<file path="src/logic/phy_gain_pkg.sv">
// What this block does
// - global gain scales every transmit sample
// - global 0xff unity, 0x00 silence; the code scales by 255/256 at 0xff
// - preamble gain scales chirp samples, keep 16
// - body gain scales non-preamble samples
// - scheduled start time, 20 bits, 10 us
// - times read upper 20 bits, low zero
// - start transmit when timebase equals scheduled time
// - capture timebase on preamble, read only
// - timebase counts every 10 us, wraps
// - load correlation level when reception starts
// - lowest strength of last message, reset 0xff
// - average strength of last message
// - order bit reads zero once transmitting
package phy_gain_pkg;
    localparam int unsigned CLK_HZ         = 50000000;
    localparam int unsigned TICK_US        = 10;
    localparam int unsigned TICK_CYCLES    = CLK_HZ / 1000000 * TICK_US;
    localparam int unsigned TIME_W         = 20;
    localparam int unsigned SAMPLE_W       = 16;
    localparam int unsigned GAIN_W         = 8;
    localparam int unsigned ADDR_W         = 16;
    // byte addresses; some registers share a 32-bit word, so all decode uses the full address
    localparam logic [15:0] OFS_GLOBAL_GAIN = 16'hfe24;
    localparam logic [15:0] OFS_START_TIME  = 16'hfe26;
    localparam logic [15:0] OFS_ORDER       = 16'hfe2a;
    localparam logic [15:0] OFS_RX_STAMP    = 16'hfe2d;
    localparam logic [15:0] OFS_RX_CORR     = 16'hfe31;
    localparam logic [15:0] OFS_STR_MIN     = 16'hfe33;
    localparam logic [15:0] OFS_STR_AVG     = 16'hfe34;
    localparam logic [15:0] OFS_FREE_TIMER  = 16'hfe47;
    localparam logic [15:0] OFS_PRE_GAIN    = 16'hfe9b;
    localparam logic [15:0] OFS_BODY_GAIN   = 16'hfe9c;
    localparam int unsigned ORDER_BIT       = 2;
    localparam logic [7:0]  GAIN_RESET      = 8'hff;
    localparam logic [7:0]  STR_MIN_RESET   = 8'hff;
    localparam logic [7:0]  STR_AVG_RESET   = 8'h00;
    localparam int unsigned STR_ACC_W       = 16;
    localparam int unsigned STR_CNT_W       = 8;
endpackage

</file>
<file path="src/logic/gain_if.sv">
`timescale 1ns/1ps
// sample stream between the gain chain and the scheduling core
interface gain_if;
    logic [15:0] sample;
    logic        valid;
    logic        preamble;
    logic [7:0]  global_gain;
    logic [7:0]  section_gain;
    logic [15:0] out_sample;
    logic        out_valid;
    modport core (output sample, valid, preamble, global_gain, section_gain,
                  input out_sample, out_valid);
    modport chain (input sample, valid, preamble, global_gain, section_gain,
                   output out_sample, out_valid);
endinterface

</file>
<file path="src/logic/plc_phy_tx_gain_and_timebase.sv">
`timescale 1ns/1ps
module plc_phy_tx_gain_and_timebase
    import phy_gain_pkg::*;
(
    // clock and reset
    input  wire logic        clk,
    input  wire logic        reset_n,
    // avalon-mm slave
    input  wire logic [15:0] address,
    input  wire logic        read,
    input  wire logic        write,
    input  wire logic [31:0] writedata,
    input  wire logic [3:0]  byteenable,
    output logic [31:0]      readdata,
    output logic             waitrequest,
    // transmit sample stream
    input  wire logic [15:0] tx_sample_in,
    input  wire logic        tx_sample_valid,
    input  wire logic        tx_in_preamble,
    output logic [15:0]      tx_sample_out,
    output logic             tx_sample_out_valid,
    output logic             tx_start,
    input  wire logic        tx_done,
    // receive measurements from the demodulator
    input  wire logic        rx_preamble_seen,
    input  wire logic        rx_corr_valid,
    input  wire logic [15:0] rx_corr_level,
    input  wire logic        rx_symbol_valid,
    input  wire logic [7:0]  rx_symbol_strength,
    input  wire logic        rx_msg_end
);
    // transmit scheduling: idle, armed and waiting for the instant, sending
    typedef enum logic [1:0] {
        TX_IDLE    = 2'b00,
        TX_ARMED   = 2'b01,
        TX_SENDING = 2'b10
    } tx_state_t;

    typedef struct packed {
        logic [7:0]          global_gain;
        logic [7:0]          pre_gain;
        logic [7:0]          body_gain;
        logic [TIME_W-1:0]   start_time;
        tx_state_t           tx_state;
        logic [TIME_W-1:0]   rx_stamp;
        logic [15:0]         rx_corr;
        logic [7:0]          str_min;
        logic [7:0]          str_avg;
        logic [7:0]          run_min;
        logic [STR_ACC_W-1:0] run_acc;
        logic [STR_CNT_W-1:0] run_cnt;
        logic [31:0]         rdata;
        logic                ack;
        logic                start_p;
    } state_t;
    state_t st_reg, st_next;

    logic [TIME_W-1:0]    now;
    logic [31:0]          rd_mux;
    logic                 bus_req;
    logic                 bus_take;
    logic                 wr_take;
    logic                 hit_global;
    logic                 hit_pre;
    logic                 hit_body;
    logic                 hit_time;
    logic                 hit_order;
    logic                 order_wr;
    logic                 order_rd;
    logic                 time_hit;
    logic [7:0]           cur_min;
    logic [STR_ACC_W-1:0] cur_acc;
    logic [STR_CNT_W-1:0] cur_cnt;
    logic [STR_ACC_W-1:0] avg_full;

    gain_if gs_if ();

    phy_timebase u_timebase (
        .clk     (clk),
        .reset_n (reset_n),
        .now     (now)
    );

    gain_stage u_gain (
        .clk     (clk),
        .reset_n (reset_n),
        .g       (gs_if.chain)
    );

    // section gain picked by where the sample lies in the frame
    assign gs_if.sample       = tx_sample_in;
    assign gs_if.valid        = tx_sample_valid;
    assign gs_if.preamble     = tx_in_preamble;
    assign gs_if.global_gain  = st_reg.global_gain;
    assign gs_if.section_gain = gs_if.preamble ? st_reg.pre_gain
                                               : st_reg.body_gain;

    assign tx_sample_out       = gs_if.out_sample;
    assign tx_sample_out_valid = gs_if.out_valid;
    assign tx_start            = st_reg.start_p;

    // bus handshake: one wait cycle on every access, then the answer
    assign bus_req  = read || write;
    assign bus_take = bus_req && !st_reg.ack;
    assign wr_take  = write && st_reg.ack;

    // write decode on the full byte address; unmapped writes fall through
    assign hit_global = wr_take && (address == OFS_GLOBAL_GAIN);
    assign hit_pre    = wr_take && (address == OFS_PRE_GAIN);
    assign hit_body   = wr_take && (address == OFS_BODY_GAIN);
    assign hit_time   = wr_take && (address == OFS_START_TIME);
    assign hit_order  = wr_take && (address == OFS_ORDER);
    assign order_wr   = writedata[ORDER_BIT];

    // order bit reads zero only while the frame is really going out
    assign order_rd = (st_reg.tx_state != TX_SENDING);

    // timebase match against the scheduled instant
    assign time_hit = (now == st_reg.start_time);

    // read mux; time fields read with the 20 bits left aligned, low 12 zero
    always_comb begin
        rd_mux = 32'h0;
        case (address)
            OFS_GLOBAL_GAIN: rd_mux = {24'h0, st_reg.global_gain};
            OFS_PRE_GAIN:    rd_mux = {24'h0, st_reg.pre_gain};
            OFS_BODY_GAIN:   rd_mux = {24'h0, st_reg.body_gain};
            OFS_START_TIME:  rd_mux = {st_reg.start_time, 12'h0};
            OFS_RX_STAMP:    rd_mux = {st_reg.rx_stamp, 12'h0};
            OFS_FREE_TIMER:  rd_mux = {now, 12'h0};
            OFS_RX_CORR:     rd_mux = {16'h0, st_reg.rx_corr};
            OFS_STR_MIN:     rd_mux = {24'h0, st_reg.str_min};
            OFS_STR_AVG:     rd_mux = {24'h0, st_reg.str_avg};
            OFS_ORDER:       rd_mux = {29'h0, order_rd, 2'b00};
            default:         rd_mux = 32'h0;
        endcase
    end

    // running figures include a symbol that lands with the message end,
    // so the last symbol is not lost when both strobes coincide
    assign cur_min = (rx_symbol_valid && (rx_symbol_strength < st_reg.run_min)) ?
                     rx_symbol_strength : st_reg.run_min;
    assign cur_acc = rx_symbol_valid ? (st_reg.run_acc + STR_ACC_W'(rx_symbol_strength)) :
                     st_reg.run_acc;
    assign cur_cnt = rx_symbol_valid ? (st_reg.run_cnt + 1'b1) : st_reg.run_cnt;
    // count is 8 bits, so a message over 255 symbols averages wrongly
    assign avg_full = (cur_cnt == '0) ? '0 : cur_acc / STR_ACC_W'(cur_cnt);

    // main next-state logic
    always_comb begin
        st_next = st_reg;
        st_next.ack = 1'b0;
        st_next.start_p = 1'b0;

        // read data is taken on the wait cycle and stands until the next access
        if (bus_take) begin
            st_next.ack = 1'b1;
            st_next.rdata = rd_mux;
        end

        // gains and time take effect on the ack edge only
        if (hit_global) begin
            st_next.global_gain = writedata[7:0];
        end
        if (hit_pre) begin
            st_next.pre_gain = writedata[7:0];
        end
        if (hit_body) begin
            st_next.body_gain = writedata[7:0];
        end
        // lanes 3, 2, 1 carry bits 19:12, 11:4 and 3:0 of the instant
        if (hit_time) begin
            if (byteenable[3]) begin
                st_next.start_time[19:12] = writedata[31:24];
            end
            if (byteenable[2]) begin
                st_next.start_time[11:4] = writedata[23:16];
            end
            if (byteenable[1]) begin
                st_next.start_time[3:0] = writedata[15:12];
            end
        end

        // transmit scheduling
        case (st_reg.tx_state)
            TX_IDLE: begin
                // writing zero arms; writing one leaves it idle
                if (hit_order && !order_wr) begin
                    st_next.tx_state = TX_ARMED;
                end
            end
            TX_ARMED: begin
                // a launch wins over a disarm landing in the same cycle
                if (time_hit) begin
                    st_next.tx_state = TX_SENDING;
                    st_next.start_p = 1'b1;
                end else if (hit_order && order_wr) begin
                    st_next.tx_state = TX_IDLE;
                end
            end
            TX_SENDING: begin
                // order writes are refused until the transmitter reports done
                if (tx_done) begin
                    st_next.tx_state = TX_IDLE;
                end
            end
            default: begin
                st_next.tx_state = TX_IDLE;
            end
        endcase

        // receive captures
        if (rx_preamble_seen) begin
            st_next.rx_stamp = now;
        end
        if (rx_corr_valid) begin
            st_next.rx_corr = rx_corr_level;
        end
        // running figures for the message in progress
        st_next.run_min = cur_min;
        st_next.run_acc = cur_acc;
        st_next.run_cnt = cur_cnt;
        // publish at message end, then restart the running figures
        if (rx_msg_end) begin
            st_next.str_min = cur_min;
            st_next.str_avg = avg_full[7:0];
            st_next.run_min = STR_MIN_RESET;
            st_next.run_acc = '0;
            st_next.run_cnt = '0;
        end
    end

    always_ff @(posedge clk or negedge reset_n) begin
        if (!reset_n) begin
            st_reg             <= '0;
            st_reg.global_gain <= GAIN_RESET;
            st_reg.pre_gain    <= GAIN_RESET;
            st_reg.body_gain   <= GAIN_RESET;
            st_reg.tx_state    <= TX_IDLE;
            st_reg.str_min     <= STR_MIN_RESET;
            st_reg.str_avg     <= STR_AVG_RESET;
            st_reg.run_min     <= STR_MIN_RESET;
        end else begin
            st_reg <= st_next;
        end
    end

    // combinational, so the answer comes exactly one cycle after the request
    assign waitrequest = bus_take;
    assign readdata    = st_reg.rdata;
endmodule // plc_phy_tx_gain_and_timebase

</file>
<file path="src/logic/gain_stage.sv">
`timescale 1ns/1ps
module gain_stage
    import phy_gain_pkg::*;
(
    // clock and reset
    input wire logic clk,
    input wire logic reset_n,
    // stream
    gain_if.chain    g
);
    typedef struct packed {
        logic [15:0] mid;
        logic        mid_v;
        logic [15:0] out;
        logic        out_v;
    } state_t;
    state_t st_reg, st_next;
    logic [23:0] prod_a;
    logic [23:0] prod_b;

    // section gain first, global gain second; two stages keep multipliers short
    always_comb begin
        st_next = st_reg;
        prod_a = g.sample * g.section_gain;
        prod_b = st_reg.mid * g.global_gain;
        st_next.mid = prod_a[23:8];
        st_next.mid_v = g.valid;
        st_next.out = prod_b[23:8];
        st_next.out_v = st_reg.mid_v;
    end

    always_ff @(posedge clk or negedge reset_n) begin
        if (!reset_n) begin
            st_reg <= '0;
        end else begin
            st_reg <= st_next;
        end
    end

    assign g.out_sample = st_reg.out;
    assign g.out_valid  = st_reg.out_v;
endmodule // gain_stage

</file>
<file path="src/logic/phy_timebase.sv">
`timescale 1ns/1ps
module phy_timebase
    import phy_gain_pkg::*;
(
    // clock and reset
    input  wire logic              clk,
    input  wire logic              reset_n,
    // time
    output logic [TIME_W-1:0]      now
);
    typedef struct packed {
        logic [15:0]       div;
        logic [TIME_W-1:0] cnt;
    } state_t;
    state_t st_reg, st_next;

    // prescaler makes the 10 us tick; counter wraps naturally at 2^20
    always_comb begin
        st_next = st_reg;
        if (st_reg.div == 16'(TICK_CYCLES - 1)) begin
            st_next.div = '0;
            st_next.cnt = st_reg.cnt + 1'b1;
        end else begin
            st_next.div = st_reg.div + 1'b1;
        end
    end

    always_ff @(posedge clk or negedge reset_n) begin
        if (!reset_n) begin
            st_reg <= '0;
        end else begin
            st_reg <= st_next;
        end
    end

    assign now = st_reg.cnt;
endmodule // phy_timebase

</file>
<file path="config.mk">
export PLATFORM = sky130hd
export DESIGN_NAME = plc_phy_tx_gain_and_timebase
export DESIGN_NICKNAME = d
export VERILOG_FILES = /design/src/logic/phy_gain_pkg.sv /design/src/logic/gain_if.sv /design/src/logic/plc_phy_tx_gain_and_timebase.sv /design/src/logic/gain_stage.sv /design/src/logic/phy_timebase.sv
export SDC_FILE = /design/constraint.sdc
export NUM_CORES = 1
export LEC_CHECK = 0
export ABC_CLOCK_PERIOD_IN_PS = 35600
export BUFFER_PORTS_ARGS = -buffer_cell sky130_fd_sc_hd__buf_2
export CORE_ASPECT_RATIO = 2
export CORE_MARGIN = 5
export CORE_UTILIZATION = 55
export CTS_BUF_LIST = sky130_fd_sc_hd__clkbuf_4
export DETAILED_ROUTE_END_ITERATION = 12
export GPL_TIMING_DRIVEN = 1
export HOLD_SLACK_MARGIN = 0.06
export MAX_ROUTING_LAYER = met4
export PLACE_DENSITY = 0.73
export SYNTH_ARGS = -nofsm -noshare
export SYNTH_HDL_FRONTEND = slang
export SYNTH_SLANG_ARGS = --single-unit
</file>
<file path="constraint.sdc">
create_clock -name clk -period 35.6 [get_ports clk]
set_clock_uncertainty 0.2 [all_clocks]
set_input_delay 3.56 -clock clk [delete_from_list [all_inputs] [get_ports clk]]
set_output_delay 3.56 -clock clk [all_outputs]
set_load 0.005 [all_outputs]
</file>
==> impl_metrics.ini <==
[cts]
cts_htree_levels = 2
cts-buffers-inserted = 53
clk_root_buffer_cell = clkbuf_4
clkSinkCount = 234
clkTransAtPathRegs_ns = 0.07
clk_path_buf_depth = 3
worstSkewPairLatency_ns = 0.72
cts_tree = built

[setup_path]
timing.critical_path.required_ns = 35.97
startpoint_type = input port
timing_worst_setup_path_type = in2reg
longest_individual_stage_delay_on_the_worst_path_ns = 0.67
reg_to_reg_critical_path_startpoint = st_reg[48]
worstSetupStartpoint = rx_symbol_strength[6]
regToRegSetupSlack_ns = 4.31
endpoint_kind = flip-flop
worst_r2r_endpoint = st_reg[66]
reg2reg_depth = 150
critPathSlowestCell = a31oi_1
path_max_fanout = 16
cpMostUsedCell = o21a_1
end_point_of_the_critical_path = st_reg[66]
arrival_ns = 34.30

[global_routing]
globalRouteTotalUtil_pct = 28.6
global_route_wire_length_before_repair_mm = 105
grt_start_max_net_pins = 73
grt_overflow_total = 0
grt_pass1_vias = 21454
grt_antenna_before_repair = 8

[logic_synthesis]
seq_area_frac_synth_pct = 25.3
ys.flop_type = dfrtp_1
synth-warning-count = 0
postSynthRegisterBits = 234
synthArstFlopShare_pct = 100
synth.area.top_cells = dfrtp_1, fa_1, ha_1
synth_top_cell_area_share_pct = 20.8
synth-edff-count = 0
synthesis.nets = 2953
netlist.top_cell.by_area = dfrtp_1
syn_area_sq_um = 23400
synthDistinctLibCells = 110
synth.most_common_cell = nand2_1
synthesized_instance_count = 2482
synthesis.area_per_instance_sq_um = 9.41
yosys-top-cells-count = nand2_1, inv_1, ha_1, dfrtp_1, fa_1

[floorplanning]
initial_core_util_pct = 55.7
die_height_um = 301
core.rowCount = 106
top_level_ports = 154
die_x_um = 156
floorplan.die_area_sq_um = 46900
fp.coreArea_sq_um = 41900

[detailed_routing]
post_drt_wl_per_cell_um = 20.0
detail_route.drc_violations = 0
drt_iter0_drc = 1021
detail_route.first_pass.iterations = 6
detailed_route_wl_mm = 65.2
via_per_inst = 6.06
dr_total_vias = 19745
ant_nets = 0

[timing]
layout_worst_path_cycle_share_pct = 95.3
hold_viol = 0
shortest_clock_period_the_worst_path_allows_after_layout_ns = 33.93
final-max-slew-violation-count = 0
worst_slew_margin_rel_pct = 18.1
final-setup-viol-count = 0
fmaxAchievable_mhz = 29.5
tightestPinTransition_ns = 1.21

[finish]
area_growth_pct = 10.7
final_net_count = 3142
ratio_of_cells_with_drive_above_1_in_the_final_layout_pct = 20.8
max_ffs_per_register = 123
multiInputGateArea_sq_um = 16100
utilization_pct = 61.7
fillCellCount = 3608
regArea_sq_um = 5910

[run_status]
result_of_the_run = complete, no violations

[placed_design]
place.detailed.hpwl_mm = 51.8
numPortBuffers = 148
place_congestion = 0.971

[job]
max_capacitance_violation_total = 0

[min_path]
worst_hold_path_type = reg2reg
cell usage in the layout, fill, tap and decap left out, drive strengths merged, types with 23 or more instances in the layout:
cell and count:
a21o 29, a21oi 79, a22oi 23, and2 86
buf 257, clkbuf 83, dfrtp 194, dfstp 40
fa 167, ha 201, inv 218, mux2 105
mux2i 37, nand2 281, nand2b 28, nand3 40
nand4 35, nor2 127, nor2b 56, nor3 64
o211ai 23, o21a 45, o21ai 79, xnor2 75
xor2 60
cell families after synthesis:
group           Yosys count  share of synthesized area (%)
flops                   234                           25.3
buf+inv                 342                           6.37
xor+xnor                135                           5.10
fa+ha+maj               369                           25.1
simple gates            813                           17.6
compound gates          447                           13.9
mux                     142                           6.65
worst max-delay path: cells and delay by family:
kind	cells	cell delay (ns)
adders and majority gates	17	5.28
and+or+nand+nor	40	7.09
AOI/OAI and AO/OA	77	15.23
muxes	6	1.49
buffers and inverters	10	1.47
xor gates and xnor gates	1	0.15
cell type report:
type                            instances  share of cell area, %
Inverter                              219                   3.18
Sequential cell                       234                   22.8
Timing Repair Buffer                  257                   6.13
Clock buffer                           83                   2.41
Clock inverter                         12                  0.382
Tap cell                              540                   2.61
Antenna cell                            8                 0.0774
Multi-Input combinational cell       1906                   62.4
metal layers:
metal / up-vias / track usage (%) / wire length, um
li1: 9014 / - / -
met1: 9770 / 26.0 / 20900
met2: 640 / 53.4 / 36400
met3: 321 / 3.14 / 2520
met4: 0 / 21.0 / 5480
met5: - / - / 0
worst min path at each step:
stage | from | to | slack, ns | cells after the start
6_report | u_gain.st_next[0] | u_gain.g.out_valid | 0.17 | 0
5_1_grt | u_gain.st_next[0] | u_gain.g.out_valid | 0.18 | 0
4_1_cts | u_gain.st_next[0] | u_gain.g.out_valid | 0.17 | 0
3_5_place_dp | u_gain.st_next[0] | u_gain.g.out_valid | 0.15 | 0
3_3_place_gp | u_gain.st_next[0] | u_gain.g.out_valid | 0.14 | 0
2_1_floorplan | u_gain.st_next[0] | u_gain.g.out_valid | 0.13 | 0
stage by stage:
| stage | hold WS, ns | setup slack (ns) | TNS [ns] | instances | instance area, sq um |
|---|---|---|---|---|---|
| 6_report | 0.167 | 1.67 | 0 | 3259 | 25900 |
| 5_1_grt | 0.183 | -0.0733 | -0.0733 | 3259 | 25900 |
| 4_1_cts | 0.175 | 0.567 | 0 | 3249 | 25700 |
| 3_5_place_dp | 0.150 | -0.0785 | -0.0785 | 3154 | 25000 |
| 3_3_place_gp | 0.144 | 0.693 | 0 | 3154 | 25000 |
| 2_1_floorplan | 0.131 | 1.31 | 0 | 2482 | 23400 |
timing repair:
action,in CTS,in global routing
gates resized for setup,0,32
setup endpoints to repair,0,1
hold buffers,0,0
setup buffers,0,2
Power is left out: the tool's default activity adds up to more than one toggle a clock period on the data nets, which glitch-free logic cannot reach.
